**config.mk**
```make
export PLATFORM = sky130hd
export DESIGN_NAME = tpb_timer_pwm
export DESIGN_NICKNAME = d
export VERILOG_FILES = /design/src/verilog/tpb_pkg.sv /design/src/verilog/tpb_timer_pwm.sv
export SDC_FILE = /design/constraint.sdc
export NUM_CORES = 2
export LEC_CHECK = 0
export BUFFER_PORTS_ARGS = -buffer_cell sky130_fd_sc_hd__clkbuf_2
export CELL_PAD_IN_SITES_DETAIL_PLACEMENT = 1
export CELL_PAD_IN_SITES_GLOBAL_PLACEMENT = 1
export CORE_AREA = 2 2 307 309
export DETAILED_ROUTE_END_ITERATION = 8
export DIE_AREA = 0 0 309 311
export PLACE_DENSITY = 0.75
export RECOVER_POWER = 50
export SYNTH_ARGS = -nofsm -noshare
export SYNTH_HDL_FRONTEND = slang
export SYNTH_SLANG_ARGS = --single-unit
```
**constraint.sdc**
```tcl
create_clock -name i_mclk -period 11.35 [get_ports i_mclk]
set_input_delay 2.27 -clock i_mclk [delete_from_list [all_inputs] [get_ports i_mclk]]
set_output_delay 2.27 -clock i_mclk [all_outputs]
set_load 0.03 [all_outputs]
```
**src/verilog/tpb_pkg.sv**
```systemverilog
/*
  Constants, field layout and carrier types of the timer/pwm block.
  Assumes a single 100 MHz clock and an APB register bus.
*/
//------------------------------------------------------------------
// Overview of operation
// edge pwm value waits for both bytes, loads at count modulus-1 to modulus
// free-running counter loads buffered pwm value stepping 0xfffe to 0xffff
// centre pwm value waits for both bytes, loads at modulus-1 to modulus
// centre pwm with value equal to modulus gives full duty
// centre pwm with value modulus minus one gives near-full duty, never zero
// centre pwm value leaving zero applies only from a fresh period
// centre pwm value going to zero finishes the period with old duty
// control write during debug halt clears modulus byte pairing
// any control write clears channel value byte pairing
// software should write module control before channel values
// three modules: one with four channels, two with two
// each channel is capture, compare or edge pwm
// capture on rising, falling or either pin edge
// compare match sets, clears or toggles the pin
// pwm polarity selectable per channel
// module switch puts all channels with non-zero els into centre pwm; els zero turns a channel off
// prescaler source is bus clock, fixed tick or external pin
// prescaler divides by 1 to 128 in powers of two
// 16-bit counter, up or up/down for centre pwm
// one external timer clock shared by all modules
// counter write clears counter and prescaler
// centre pwm: active on down match, inactive on up match
// no clock source: counter stops, value loads on second byte
//------------------------------------------------------------------
package tpb_pkg;
  localparam int NUM_MOD  = 3;
  localparam int MAX_CH   = 4;
  localparam int NCH      [NUM_MOD] = '{4, 2, 2};
  localparam int PIN_BASE [NUM_MOD] = '{0, 4, 6};

  // register offsets inside one module window
  localparam logic [5:0] OFF_SC   = 6'h00;
  localparam logic [5:0] OFF_CNT  = 6'h04;
  localparam logic [5:0] OFF_MOD  = 6'h08;
  localparam logic [5:0] OFF_CH0  = 6'h10;
  localparam logic [5:0] CH_SPAN  = 6'h20;

  // field positions
  localparam int SC_OVF_BIT   = 7;
  localparam int CSC_FLAG_BIT = 7;

  // clock source codes
  localparam logic [1:0] CLK_NONE = 2'h0;
  localparam logic [1:0] CLK_BUS  = 2'h1;
  localparam logic [1:0] CLK_FIX  = 2'h2;
  localparam logic [1:0] CLK_EXT  = 2'h3;

  // reset values and counter limits
  localparam logic [15:0] RST_CNT  = 16'h0000;
  localparam logic [15:0] RST_MOD  = 16'h0000;
  localparam logic [15:0] RST_CV   = 16'h0000;
  localparam logic [15:0] FREE_TOP = 16'hffff;

  typedef struct packed {
    logic       center_aligned_pwm;
    logic [1:0] clk;
    logic [2:0] ps;
  } tpb_modcfg_type;

  typedef struct packed {
    logic [1:0] ms;
    logic [1:0] els;
  } tpb_chcfg_type;

  localparam tpb_modcfg_type RST_MODCFG = 6'h00;
  localparam tpb_chcfg_type  RST_CHCFG  = 4'h0;

  typedef enum logic [2:0] {
    CH_OFF, CH_CAPTURE, CH_COMPARE, CH_EPWM, CH_CENTER_ALIGNED_PWM
  } tpb_chmode_type;

  function automatic tpb_chmode_type chan_mode(
    input tpb_chcfg_type c,
    input logic          center_aligned_pwm
  );
    if (center_aligned_pwm)
      chan_mode = (c.els == 2'h0) ? CH_OFF : CH_CENTER_ALIGNED_PWM;
    else if (c.ms[1])
      chan_mode = CH_EPWM;
    else if (c.ms[0])
      chan_mode = CH_COMPARE;
    else
      chan_mode = (c.els == 2'h0) ? CH_OFF : CH_CAPTURE;
  endfunction : chan_mode

  function automatic logic [6:0] ps_mask(input logic [2:0] ps);
    ps_mask = 7'((8'h01 << ps) - 8'h01);
  endfunction : ps_mask
endpackage : tpb_pkg

```
**src/verilog/tpb_timer_pwm.sv**
```systemverilog
/*
  Three timer/pwm modules behind one APB slave, eight channel pins.
  Assumes pin inputs and tick inputs are synchronous to i_mclk.
*/
// Design decisions made here: the APB slave port and the placing of the registers.
`timescale 1ns/1ns
`default_nettype none
module tpb_timer_pwm (
  input  wire logic        i_mclk,                  // 100 MHz clock
  input  wire logic        i_sys_rst,               // sync reset, high
  input  wire logic [7:0]  i_paddr,                 // apb byte address
  input  wire logic        i_psel,                  // apb select
  input  wire logic        i_penable,               // apb enable
  input  wire logic        i_pwrite,                // apb write
  input  wire logic [31:0] i_pwdata,                // apb write data
  input  wire logic [3:0]  i_pstrb,                 // apb byte lanes
  output logic      [31:0] o_prdata,                // apb read data
  output logic             o_pready,                // apb ready
  output logic             o_pslverr,               // apb error
  input  wire logic        i_fixed_tick,            // fixed clock tick
  input  wire logic        i_external_timer_clock,  // shared ext clock
  input  wire logic        i_background_debug_halt, // debug halt
  input  wire logic [7:0]  i_ch_pin,                // pin levels in
  output wire logic [7:0]  o_ch_pin,                // pin drive level
  output wire logic [7:0]  o_ch_oe                  // pin drive enable
);

  //----------------------------------------------------------------
  // bus decode
  //----------------------------------------------------------------
  logic [31:0] rdata_r;
  logic        err_r;
  logic        ext_prev_r;

  wire         halt     = i_background_debug_halt;
  wire         wr_acc   = i_psel & i_penable & i_pwrite;
  wire         setup    = i_psel & ~i_penable;
  wire [1:0]   a_mod    = i_paddr[7:6];
  wire [5:0]   a_off    = i_paddr[5:0];
  wire [5:0]   a_rel    = 6'(a_off - tpb_pkg::OFF_CH0);
  wire         a_isch   = (a_off >= tpb_pkg::OFF_CH0)
                        & (a_rel < tpb_pkg::CH_SPAN);
  wire [1:0]   a_ch     = a_rel[4:3];
  wire         a_isv    = a_rel[2];
  wire         a_algn   = (i_paddr[1:0] == 2'h0);
  wire         stb_lo   = i_pstrb[0];
  wire         stb_hi   = i_pstrb[1];
  // one edge detector feeds every module
  wire         ext_tick = i_external_timer_clock & ~ext_prev_r;

  wire [31:0]  rd_mod  [tpb_pkg::NUM_MOD];
  wire         hit_mod [tpb_pkg::NUM_MOD];
  wire         mod_ok   = (a_mod != 2'h3);
  // module 3 has no window; the guard keeps both indices in range
  wire [1:0]   a_modi   = mod_ok ? a_mod : 2'h0;
  wire         hit      = a_algn & mod_ok & hit_mod[a_modi];
  wire [31:0]  rd_sel   = hit ? rd_mod[a_modi] : 32'h0000_0000;

  // every access ends in its first access cycle; no wait states
  assign o_pready  = 1'b1;
  assign o_prdata  = rdata_r;
  assign o_pslverr = err_r & i_psel & i_penable;

  // read data is sampled in setup so the access phase needs no wait
  always_ff @(posedge i_mclk)
  begin
    if (i_sys_rst)
    begin
      rdata_r    <= 32'h0000_0000;
      err_r      <= 1'b0;
      ext_prev_r <= 1'b0;
    end
    else
    begin
      ext_prev_r <= i_external_timer_clock;
      if (setup)
      begin
        rdata_r <= rd_sel;
        err_r   <= ~hit;
      end
    end
  end

  //----------------------------------------------------------------
  // timer modules
  //----------------------------------------------------------------
  for (genvar m = 0; m < tpb_pkg::NUM_MOD; m++)
  begin : g_mod
    localparam logic [2:0] NC = 3'(tpb_pkg::NCH[m]);

    tpb_pkg::tpb_modcfg_type cfg_r;
    logic [15:0] cnt_r;
    logic [15:0] mod_r;
    logic [15:0] mbuf_r;
    logic [6:0]  presc_r;
    logic        down_r;
    logic        mlo_r;
    logic        mhi_r;
    logic        ovf_r;

    wire [31:0]  rd_ch [tpb_pkg::MAX_CH];

    wire         sel    = (a_mod == 2'(m)) & a_algn;
    wire         w_sc   = wr_acc & sel & (a_off == tpb_pkg::OFF_SC);
    wire         w_cnt  = wr_acc & sel & (a_off == tpb_pkg::OFF_CNT);
    wire         w_mod  = wr_acc & sel & (a_off == tpb_pkg::OFF_MOD);
    wire         clk_on = (cfg_r.clk != tpb_pkg::CLK_NONE);

    // zero and all-ones both mean free running
    wire         free   = (mod_r == 16'h0000)
                        | (mod_r == tpb_pkg::FREE_TOP);
    wire [15:0]  top    = free ? tpb_pkg::FREE_TOP : mod_r;

    wire         src    = (cfg_r.clk == tpb_pkg::CLK_BUS) ? 1'b1 :
                          (cfg_r.clk == tpb_pkg::CLK_FIX) ? i_fixed_tick :
                          (cfg_r.clk == tpb_pkg::CLK_EXT) ? ext_tick :
                          1'b0;
    wire [6:0]   pmask  = tpb_pkg::ps_mask(cfg_r.ps);
    // counting freezes while the processor is halted
    wire         run    = src & ~halt;
    wire         step   = run & ((presc_r & pmask) == pmask);

    wire         at_top  = (cnt_r == top);
    wire         at_zero = (cnt_r == 16'h0000);
    wire         turn_dn = cfg_r.center_aligned_pwm & ~down_r & at_top;
    wire         turn_up = cfg_r.center_aligned_pwm & down_r & at_zero;
    wire         down_nx = cfg_r.center_aligned_pwm & (turn_dn | (down_r & ~turn_up));
    wire [15:0]  cnt_inc = 16'(cnt_r + 16'h0001);
    wire [15:0]  cnt_dec = 16'(cnt_r - 16'h0001);
    wire [15:0]  cnt_nxt = ~cfg_r.center_aligned_pwm ? (at_top ? 16'h0000 : cnt_inc)
                         : (down_nx ? cnt_dec : cnt_inc);
    wire         wrap    = cfg_r.center_aligned_pwm ? turn_up : at_top;
    // buffered pwm values move only on the step into the top count
    wire [15:0]  top_m1  = 16'(top - 16'h0001);
    wire         upd_pt  = step & (cnt_r == top_m1)
                         & (cnt_nxt == top);

    wire [15:0]  mod_val = {stb_hi ? i_pwdata[15:8] : mbuf_r[15:8],
                            stb_lo ? i_pwdata[7:0]  : mbuf_r[7:0]};
    wire         mod_done = w_mod & (mlo_r | stb_lo) & (mhi_r | stb_hi);
    wire         ovf_clr  = w_sc & stb_lo & i_pwdata[tpb_pkg::SC_OVF_BIT];

    always_ff @(posedge i_mclk)
    begin
      if (i_sys_rst)
      begin
        cfg_r   <= tpb_pkg::RST_MODCFG;
        cnt_r   <= tpb_pkg::RST_CNT;
        presc_r <= 7'h00;
        down_r  <= 1'b0;
        ovf_r   <= 1'b0;
      end
      else
      begin
        if (w_sc & stb_lo)
          cfg_r <= i_pwdata[5:0];
        if (w_cnt)
        begin
          cnt_r   <= tpb_pkg::RST_CNT;
          presc_r <= 7'h00;
          down_r  <= 1'b0;
        end
        else if (run)
        begin
          presc_r <= 7'(presc_r + 7'h01);
          if (step)
          begin
            cnt_r  <= cnt_nxt;
            down_r <= down_nx;
          end
        end
        // a wrap in the clearing cycle is kept
        ovf_r <= (step & wrap) | (ovf_r & ~ovf_clr);
      end
    end

    // modulus byte pairing; the modulus is not buffered, it takes effect
    // in the cycle after the pair completes
    always_ff @(posedge i_mclk)
    begin
      if (i_sys_rst)
      begin
        mod_r  <= tpb_pkg::RST_MOD;
        mbuf_r <= tpb_pkg::RST_MOD;
        mlo_r  <= 1'b0;
        mhi_r  <= 1'b0;
      end
      else if (w_sc & halt)
      begin
        mlo_r <= 1'b0;
        mhi_r <= 1'b0;
      end
      else if (mod_done)
      begin
        mod_r <= mod_val;
        mlo_r <= 1'b0;
        mhi_r <= 1'b0;
      end
      else if (w_mod)
      begin
        mbuf_r <= mod_val;
        mlo_r  <= mlo_r | stb_lo;
        mhi_r  <= mhi_r | stb_hi;
      end
    end

    assign hit_mod[m] = (a_off == tpb_pkg::OFF_SC)
                      | (a_off == tpb_pkg::OFF_CNT)
                      | (a_off == tpb_pkg::OFF_MOD)
                      | (a_isch & ({1'b0, a_ch} < NC));
    assign rd_mod[m]  =
      (a_off == tpb_pkg::OFF_SC)  ? {24'h0, ovf_r, 1'b0, cfg_r} :
      (a_off == tpb_pkg::OFF_CNT) ? {16'h0, cnt_r} :
      (a_off == tpb_pkg::OFF_MOD) ? {16'h0, mod_r} :
      a_isch ? rd_ch[a_ch] : 32'h0000_0000;

    //--------------------------------------------------------------
    // channels
    //--------------------------------------------------------------
    for (genvar c = 0; c < tpb_pkg::MAX_CH; c++)
    begin : g_ch
      if (c < tpb_pkg::NCH[m])
      begin : g_on
        localparam int P = tpb_pkg::PIN_BASE[m] + c;

        tpb_pkg::tpb_chcfg_type  csc_r;
        tpb_pkg::tpb_chmode_type md;
        logic [15:0] cv_r;
        logic [15:0] vbuf_r;
        logic        vlo_r;
        logic        vhi_r;
        logic        pend_r;
        logic        flag_r;
        logic        prev_r;
        logic        out_r;
        logic        oe_r;

        wire         chsel = sel & a_isch & (a_ch == 2'(c));
        wire         w_csc = wr_acc & chsel & ~a_isv;
        wire         w_cv  = wr_acc & chsel & a_isv;
        wire         pin   = i_ch_pin[P];

        assign md = tpb_pkg::chan_mode(csc_r, cfg_r.center_aligned_pwm);

        wire         is_pwm = (md == tpb_pkg::CH_EPWM)
                            | (md == tpb_pkg::CH_CENTER_ALIGNED_PWM);
        wire         ev_cap = (md == tpb_pkg::CH_CAPTURE)
                            & ((csc_r.els[0] & pin & ~prev_r)
                            |  (csc_r.els[1] & ~pin & prev_r));
        // compare acts on the step that lands on the value
        wire         match  = step & (cnt_nxt == cv_r);
        // value writes are refused while capturing
        wire         v_ok   = w_cv & (md != tpb_pkg::CH_CAPTURE);
        wire [15:0]  v_val  = {stb_hi ? i_pwdata[15:8] : vbuf_r[15:8],
                               stb_lo ? i_pwdata[7:0]  : vbuf_r[7:0]};
        wire         v_done = v_ok & (vlo_r | stb_lo) & (vhi_r | stb_hi);
        wire         v_now  = v_done & ~clk_on;
        wire         xfer   = pend_r & (~clk_on
                            | (is_pwm ? upd_pt : step));
        wire         f_set  = ev_cap | (match & (md == tpb_pkg::CH_COMPARE
                            | md == tpb_pkg::CH_EPWM));
        wire         f_clr  = w_csc & stb_lo
                            & i_pwdata[tpb_pkg::CSC_FLAG_BIT];
        // edge pwm: active from the period start until the count meets cv
        wire         e_act  = (cnt_r < cv_r);
        // a value at or above the top never goes inactive
        wire         c_act  = (cnt_r < cv_r)
                            | (cv_r >= top);
        wire         act    = (md == tpb_pkg::CH_CENTER_ALIGNED_PWM) ? c_act : e_act;
        wire         oc_nxt = (csc_r.els == 2'h1) ? ~out_r :
                              csc_r.els[1] & csc_r.els[0];

        always_ff @(posedge i_mclk)
        begin
          if (i_sys_rst)
          begin
            csc_r  <= tpb_pkg::RST_CHCFG;
            prev_r <= 1'b0;
            flag_r <= 1'b0;
          end
          else
          begin
            prev_r <= pin;
            if (w_csc & stb_lo)
              csc_r <= i_pwdata[3:0];
            flag_r <= f_set | (flag_r & ~f_clr);
          end
        end

        // value pairing and buffered load
        always_ff @(posedge i_mclk)
        begin
          if (i_sys_rst)
          begin
            cv_r   <= tpb_pkg::RST_CV;
            vbuf_r <= tpb_pkg::RST_CV;
            vlo_r  <= 1'b0;
            vhi_r  <= 1'b0;
            pend_r <= 1'b0;
          end
          else
          begin
            if (ev_cap)
              cv_r <= cnt_r;
            else if (v_now)
              cv_r <= v_val;
            else if (xfer)
              cv_r <= vbuf_r;
            // cleared ahead of the chain, so a control write in the load
            // cycle cannot leave the flag up to load the buffer twice
            if (xfer)
              pend_r <= 1'b0;
            if (w_sc)
            begin
              vlo_r <= 1'b0;
              vhi_r <= 1'b0;
            end
            else if (v_done)
            begin
              vbuf_r <= v_val;
              vlo_r  <= 1'b0;
              vhi_r  <= 1'b0;
              pend_r <= clk_on;
            end
            else
            begin
              if (v_ok)
              begin
                vbuf_r <= v_val;
                vlo_r  <= vlo_r | stb_lo;
                vhi_r  <= vhi_r | stb_hi;
              end
            end
          end
        end

        // pin drive
        always_ff @(posedge i_mclk)
        begin
          if (i_sys_rst)
          begin
            out_r <= 1'b0;
            oe_r  <= 1'b0;
          end
          else
          begin
            // capture and unused channels leave the pin to its pull-up
            oe_r <= (md == tpb_pkg::CH_COMPARE | is_pwm)
                  & (csc_r.els != 2'h0);
            if (is_pwm)
              out_r <= csc_r.els[0] ? ~act : act;
            else if (md == tpb_pkg::CH_COMPARE)
            begin
              if (match)
                out_r <= oc_nxt;
            end
            else
              out_r <= 1'b0;
          end
        end

        assign rd_ch[c] = a_isv ? {16'h0, cv_r}
                        : {24'h0, flag_r, 3'h0, csc_r};
        assign o_ch_pin[P] = out_r;
        assign o_ch_oe[P]  = oe_r;
      end
      else
      begin : g_off
        assign rd_ch[c] = 32'h0000_0000;
      end
    end
  end

endmodule : tpb_timer_pwm
`default_nettype wire

```
==> impl_metrics.tcl <==
set metrics [dict create \
    io_pins 110 \
    post_synthesis_cell_area_um2 41600 \
    port_buffers 74 \
    timing.max_cap.violations 9 \
    p_sw_frac 0.252 \
    post-route-cell-area_um2 44800 \
    hold_buffers 0 \
    net_switching_power_of_the_design_mw 1.14 \
    worst_path_max_delay_cell "sky130_fd_sc_hd__clkbuf_1" \
    postRouteWirelength_um 175000 \
    viasPerCell 6.48 \
    layout.filler_cells 11300 \
    routed-via-count 41200 \
    max_slew_margin -1.75 \
    synth_area_per_cell_um2 7.94 \
    drt_first_iter_violations 4069 \
    die_height_um 311 \
    crit_path_end_kind "flip-flop" \
    synth_enable_flop_cells 0 \
    timing.hold.worst_endpoint "g_mod[1].g_ch[0].g_on.vlo_r" \
    finalHoldViolations 0 \
    clk_pin_slew_ns 0.06 \
    drc_errors 0 \
    cp_common_cell "sky130_fd_sc_hd__clkbuf_1" \
    grt_pass1_wl_um 260000 \
    synth.top_cells.by_count "652 x sky130_fd_sc_hd__nor2_1, 557 x sky130_fd_sc_hd__dfxtp_1, 447 x sky130_fd_sc_hd__mux2i_1" \
    r2r_path_start "g_mod[2].mod_r[1]" \
    setup_viol 0 \
    timing.final.crit_share 0.796 \
    finalCoreUtilization 0.483 \
    setup_tns_ns 0 \
    die_width_um 309 \
    tritoncts_clock_tree "done" \
    grt_max_degree 88 \
    finalNetCount 5362 \
    start_kind "input port" \
    drt-pass1-iter-count 6 \
    cp.required_ns 11.83 \
    synthDominantCellAreaShare 0.268 \
    worst_r2r_endpoint "g_mod[2].g_ch[0].g_on.cv_r[2]" \
    clock_tree.root_cell "sky130_fd_sc_hd__clkbuf_16" \
    layout-drive-gt1-share 0.0744 \
    clock_insertion_delay_worst_skew_ns 0.65 \
    post_cts_resized 0 \
    worstHoldPathType "reg -> reg" \
    arrival_ns 9.51 \
    clk_path_buf_depth 3 \
    globalplace.congestion 0.962 \
    grt-ovfl-total 0 \
    synthToLayoutAreaGrowth_pct 7.82 \
    clock-sinks 557 \
    path_buf_inv 3 \
    synthArstFlopShare 0 \
    antenna_found_initial 4 \
    floorplan.initialDensity 0.448 \
    worst_hold_slack_ns 0.460 \
    critical_path.top_delay_family "buffers and inverters" \
    core_area_um2 92800 \
    violations "max-capacitance violations, max-slew violations" \
    dpl.hpwl_um 124000 \
    critical-path-max-stage-delay_ns 2.83 \
    max_clock_freq_mhz 111 \
    tritoncts.num_buffers 70 \
    worstMarginPinSlew_ns 4.13 \
    grt_setup_unrepaired "false" \
    synth.distinct_cells 112 \
    htree_num_levels 3 \
    synth_top_cell_by_area "sky130_fd_sc_hd__dfxtp_1" \
    ys_top_cells_by_area "sky130_fd_sc_hd__dfxtp_1 27%, sky130_fd_sc_hd__mux2i_1 11%, sky130_fd_sc_hd__ha_1 7.4%" \
    whs_path_depth 2 \
    yosysMostFrequentCell "sky130_fd_sc_hd__nor2_1" \
    drv_slew 473 \
    synth_seq_cells 557 \
    r2r_setup_slack_ns 3.78 \
    floorplan.rows 112 \
    cellPowerDensity_nw_per_um2 101 \
    pwr-share-seq 0.433 \
    finalWorstPathRequiredPeriod_ns 9.03 \
    cells_along_the_critical_path "clkbuf_1 -> inv_4 -> clkbuf_1 -> nand2_1 -> nor3_1" \
    post_synth_inst_count 5233 \
    static-leakage-power_nw 18.2 \
    clock_power_share 0.525 \
    ys_dominant_reg_cell "sky130_fd_sc_hd__dfxtp_1" \
    post_dp_cell_area_um2 42500 \
    startpoint_of_the_most_critical_hold_path "g_mod[1].g_ch[0].g_on.vlo_r" \
    clock_skew_ns 0.0283 \
    postRouteAntennaNets 0 \
    design.die.area_um2 96100 \
    route.detailed.wl_per_inst_um 27.4 \
    combPwrFrac 0.042 \
    timing.reg2reg.worst_path_depth 18 \
    post_cts_repair_timing_setup_buffer_count 0 \
    synth-seq-area-share 0.268 \
    status "finished, violations left" \
    grt_pass1_vias 40700 \
    crit_type "in -> reg" \
    grtUsageTotal 0.354 \
    power.internal_mw 3.39 \
    ys_warn_count 0 \
    max-vdd-ir-drop_mv 0.0994 \
    critPathMaxFanout 87 \
]
## logic make-up (layout without fill, tap and decap cells)
kind of cell               after synthesis  count (layout)  share of synthesized area
buffers and inverters                  658             517                     0.0647
AOI/OAI and AO/OA                     1207            1207                      0.202
adders and majority gates              255             255                     0.0762
other                                    2              19                   0.000181
and+or+nand+nor                       1783            1783                      0.201
xor gates and xnor gates               283             283                     0.0598
DFF                                    557             557                      0.268
muxes                                  488             488                      0.127
## how the worst max path moves through the flow
| stage | slack, ns | cells after the start | start | endpoint |
|---|---|---|---|---|
| CTS | 4.07 | 18 | g_mod[2].mod_r[1] | g_mod[2].g_ch[0].g_on.cv_r[12] |
| global placement | 4.13 | 13 | i_external_timer_clock | g_mod[2].g_ch[0].g_on.cv_r[12] |
| detailed placement | 4.07 | 13 | i_external_timer_clock | g_mod[2].g_ch[0].g_on.cv_r[12] |
| finish | 2.32 | 5 | i_sys_rst | g_mod[1].cnt_r[3] |
| floorplan | 5.87 | 23 | g_mod[2].mod_r[4] | g_mod[2].g_ch[0].g_on.cv_r[10] |
| global route | 1.88 | 6 | i_sys_rst | g_mod[2].cnt_r[10] |
## per-layer routing
layer	up-vias	share of wire	track usage
met5	-	0.00015	0
met4	4	0.057	0.185
met3	465	0.083	0.0566
met2	1786	0.44	0.549
met1	20500	0.42	0.471
li1	18500	-	-
## per-stage QoR
stage          instances  total power, mW  setup WS (ns)
6_report            6363             4.53           2.32
5_1_grt             6361             4.64           1.88
3_5_place_dp        6237             2.19           4.07
4_1_cts             6360             4.55           4.07
3_3_place_gp        6237             2.19           4.13
2_1_floorplan       5248             2.11           5.87
## registers in the layout (all words and copies together), names as in the netlist, 16 cells and up
| signal | cells |
|---|---|
| g_mod.cfg_r | 18 |
| g_mod.g_ch.g_on.cv_r | 128 |
| g_mod.mod_r | 48 |
| g_mod.g_ch.g_on.vbuf_r | 128 |
| o_prdata | 16 |
| g_mod.mbuf_r | 48 |
| g_mod.g_ch.g_on.csc_r | 32 |
| g_mod.cnt_r | 48 |
| g_mod.presc_r | 21 |
## tightest hold or removal path, delay by kind of cell, from the launching register on
family / cells / cell delay (ns)
buffers and inverters: 1 / 0.04
AO/OA/AOI/OAI: 1 / 0.06
flip-flops: 1 / 0.31
## cell usage in the layout (no fill, tap or decap), types with 89 or more instances in the layout
cell / synthesis / final
sky130_fd_sc_hd__o211ai_1: 103 / 103
sky130_fd_sc_hd__a21oi_1: 243 / 243
sky130_fd_sc_hd__nand2_1: 434 / 434
sky130_fd_sc_hd__a211oi_1: 89 / 89
sky130_fd_sc_hd__mux2i_1: 447 / 447
sky130_fd_sc_hd__dfxtp_1: 557 / 555
sky130_fd_sc_hd__xnor2_1: 211 / 211
sky130_fd_sc_hd__o21ai_0: 235 / 232
sky130_fd_sc_hd__nor2_1: 652 / 649
sky130_fd_sc_hd__buf_4: 36 / 104
sky130_fd_sc_hd__nand3_1: 137 / 137
sky130_fd_sc_hd__ha_1: 246 / 246
sky130_fd_sc_hd__inv_1: 202 / 201
sky130_fd_sc_hd__nor3_1: 122 / 122
## power groups by stage
stage          sequential [mW]  combinational (mW)  clock, mW
5_1_grt                   1.96               0.197       2.48
3_3_place_gp              2.00               0.185          0
2_1_floorplan             2.00               0.113          0
6_report                  1.96               0.192       2.38
3_5_place_dp              2.00               0.186          0
4_1_cts                   1.96               0.187       2.41
## cell type report
cell class / count / area, µm² / area share
clock buffers: 92 / 1930 / 0.0432
flip-flops and latches: 557 / 11200 / 0.249
inverters: 208 / 783 / 0.0175
repair buffers: 186 / 1140 / 0.0253
diodes: 2 / 5.00 / 0.000112
well taps: 1254 / 1570 / 0.0350
clock inverters: 31 / 434 / 0.00969
multi-input cells: 4033 / 27800 / 0.620
No activity file was read; power rests on OpenSTA's default activity.
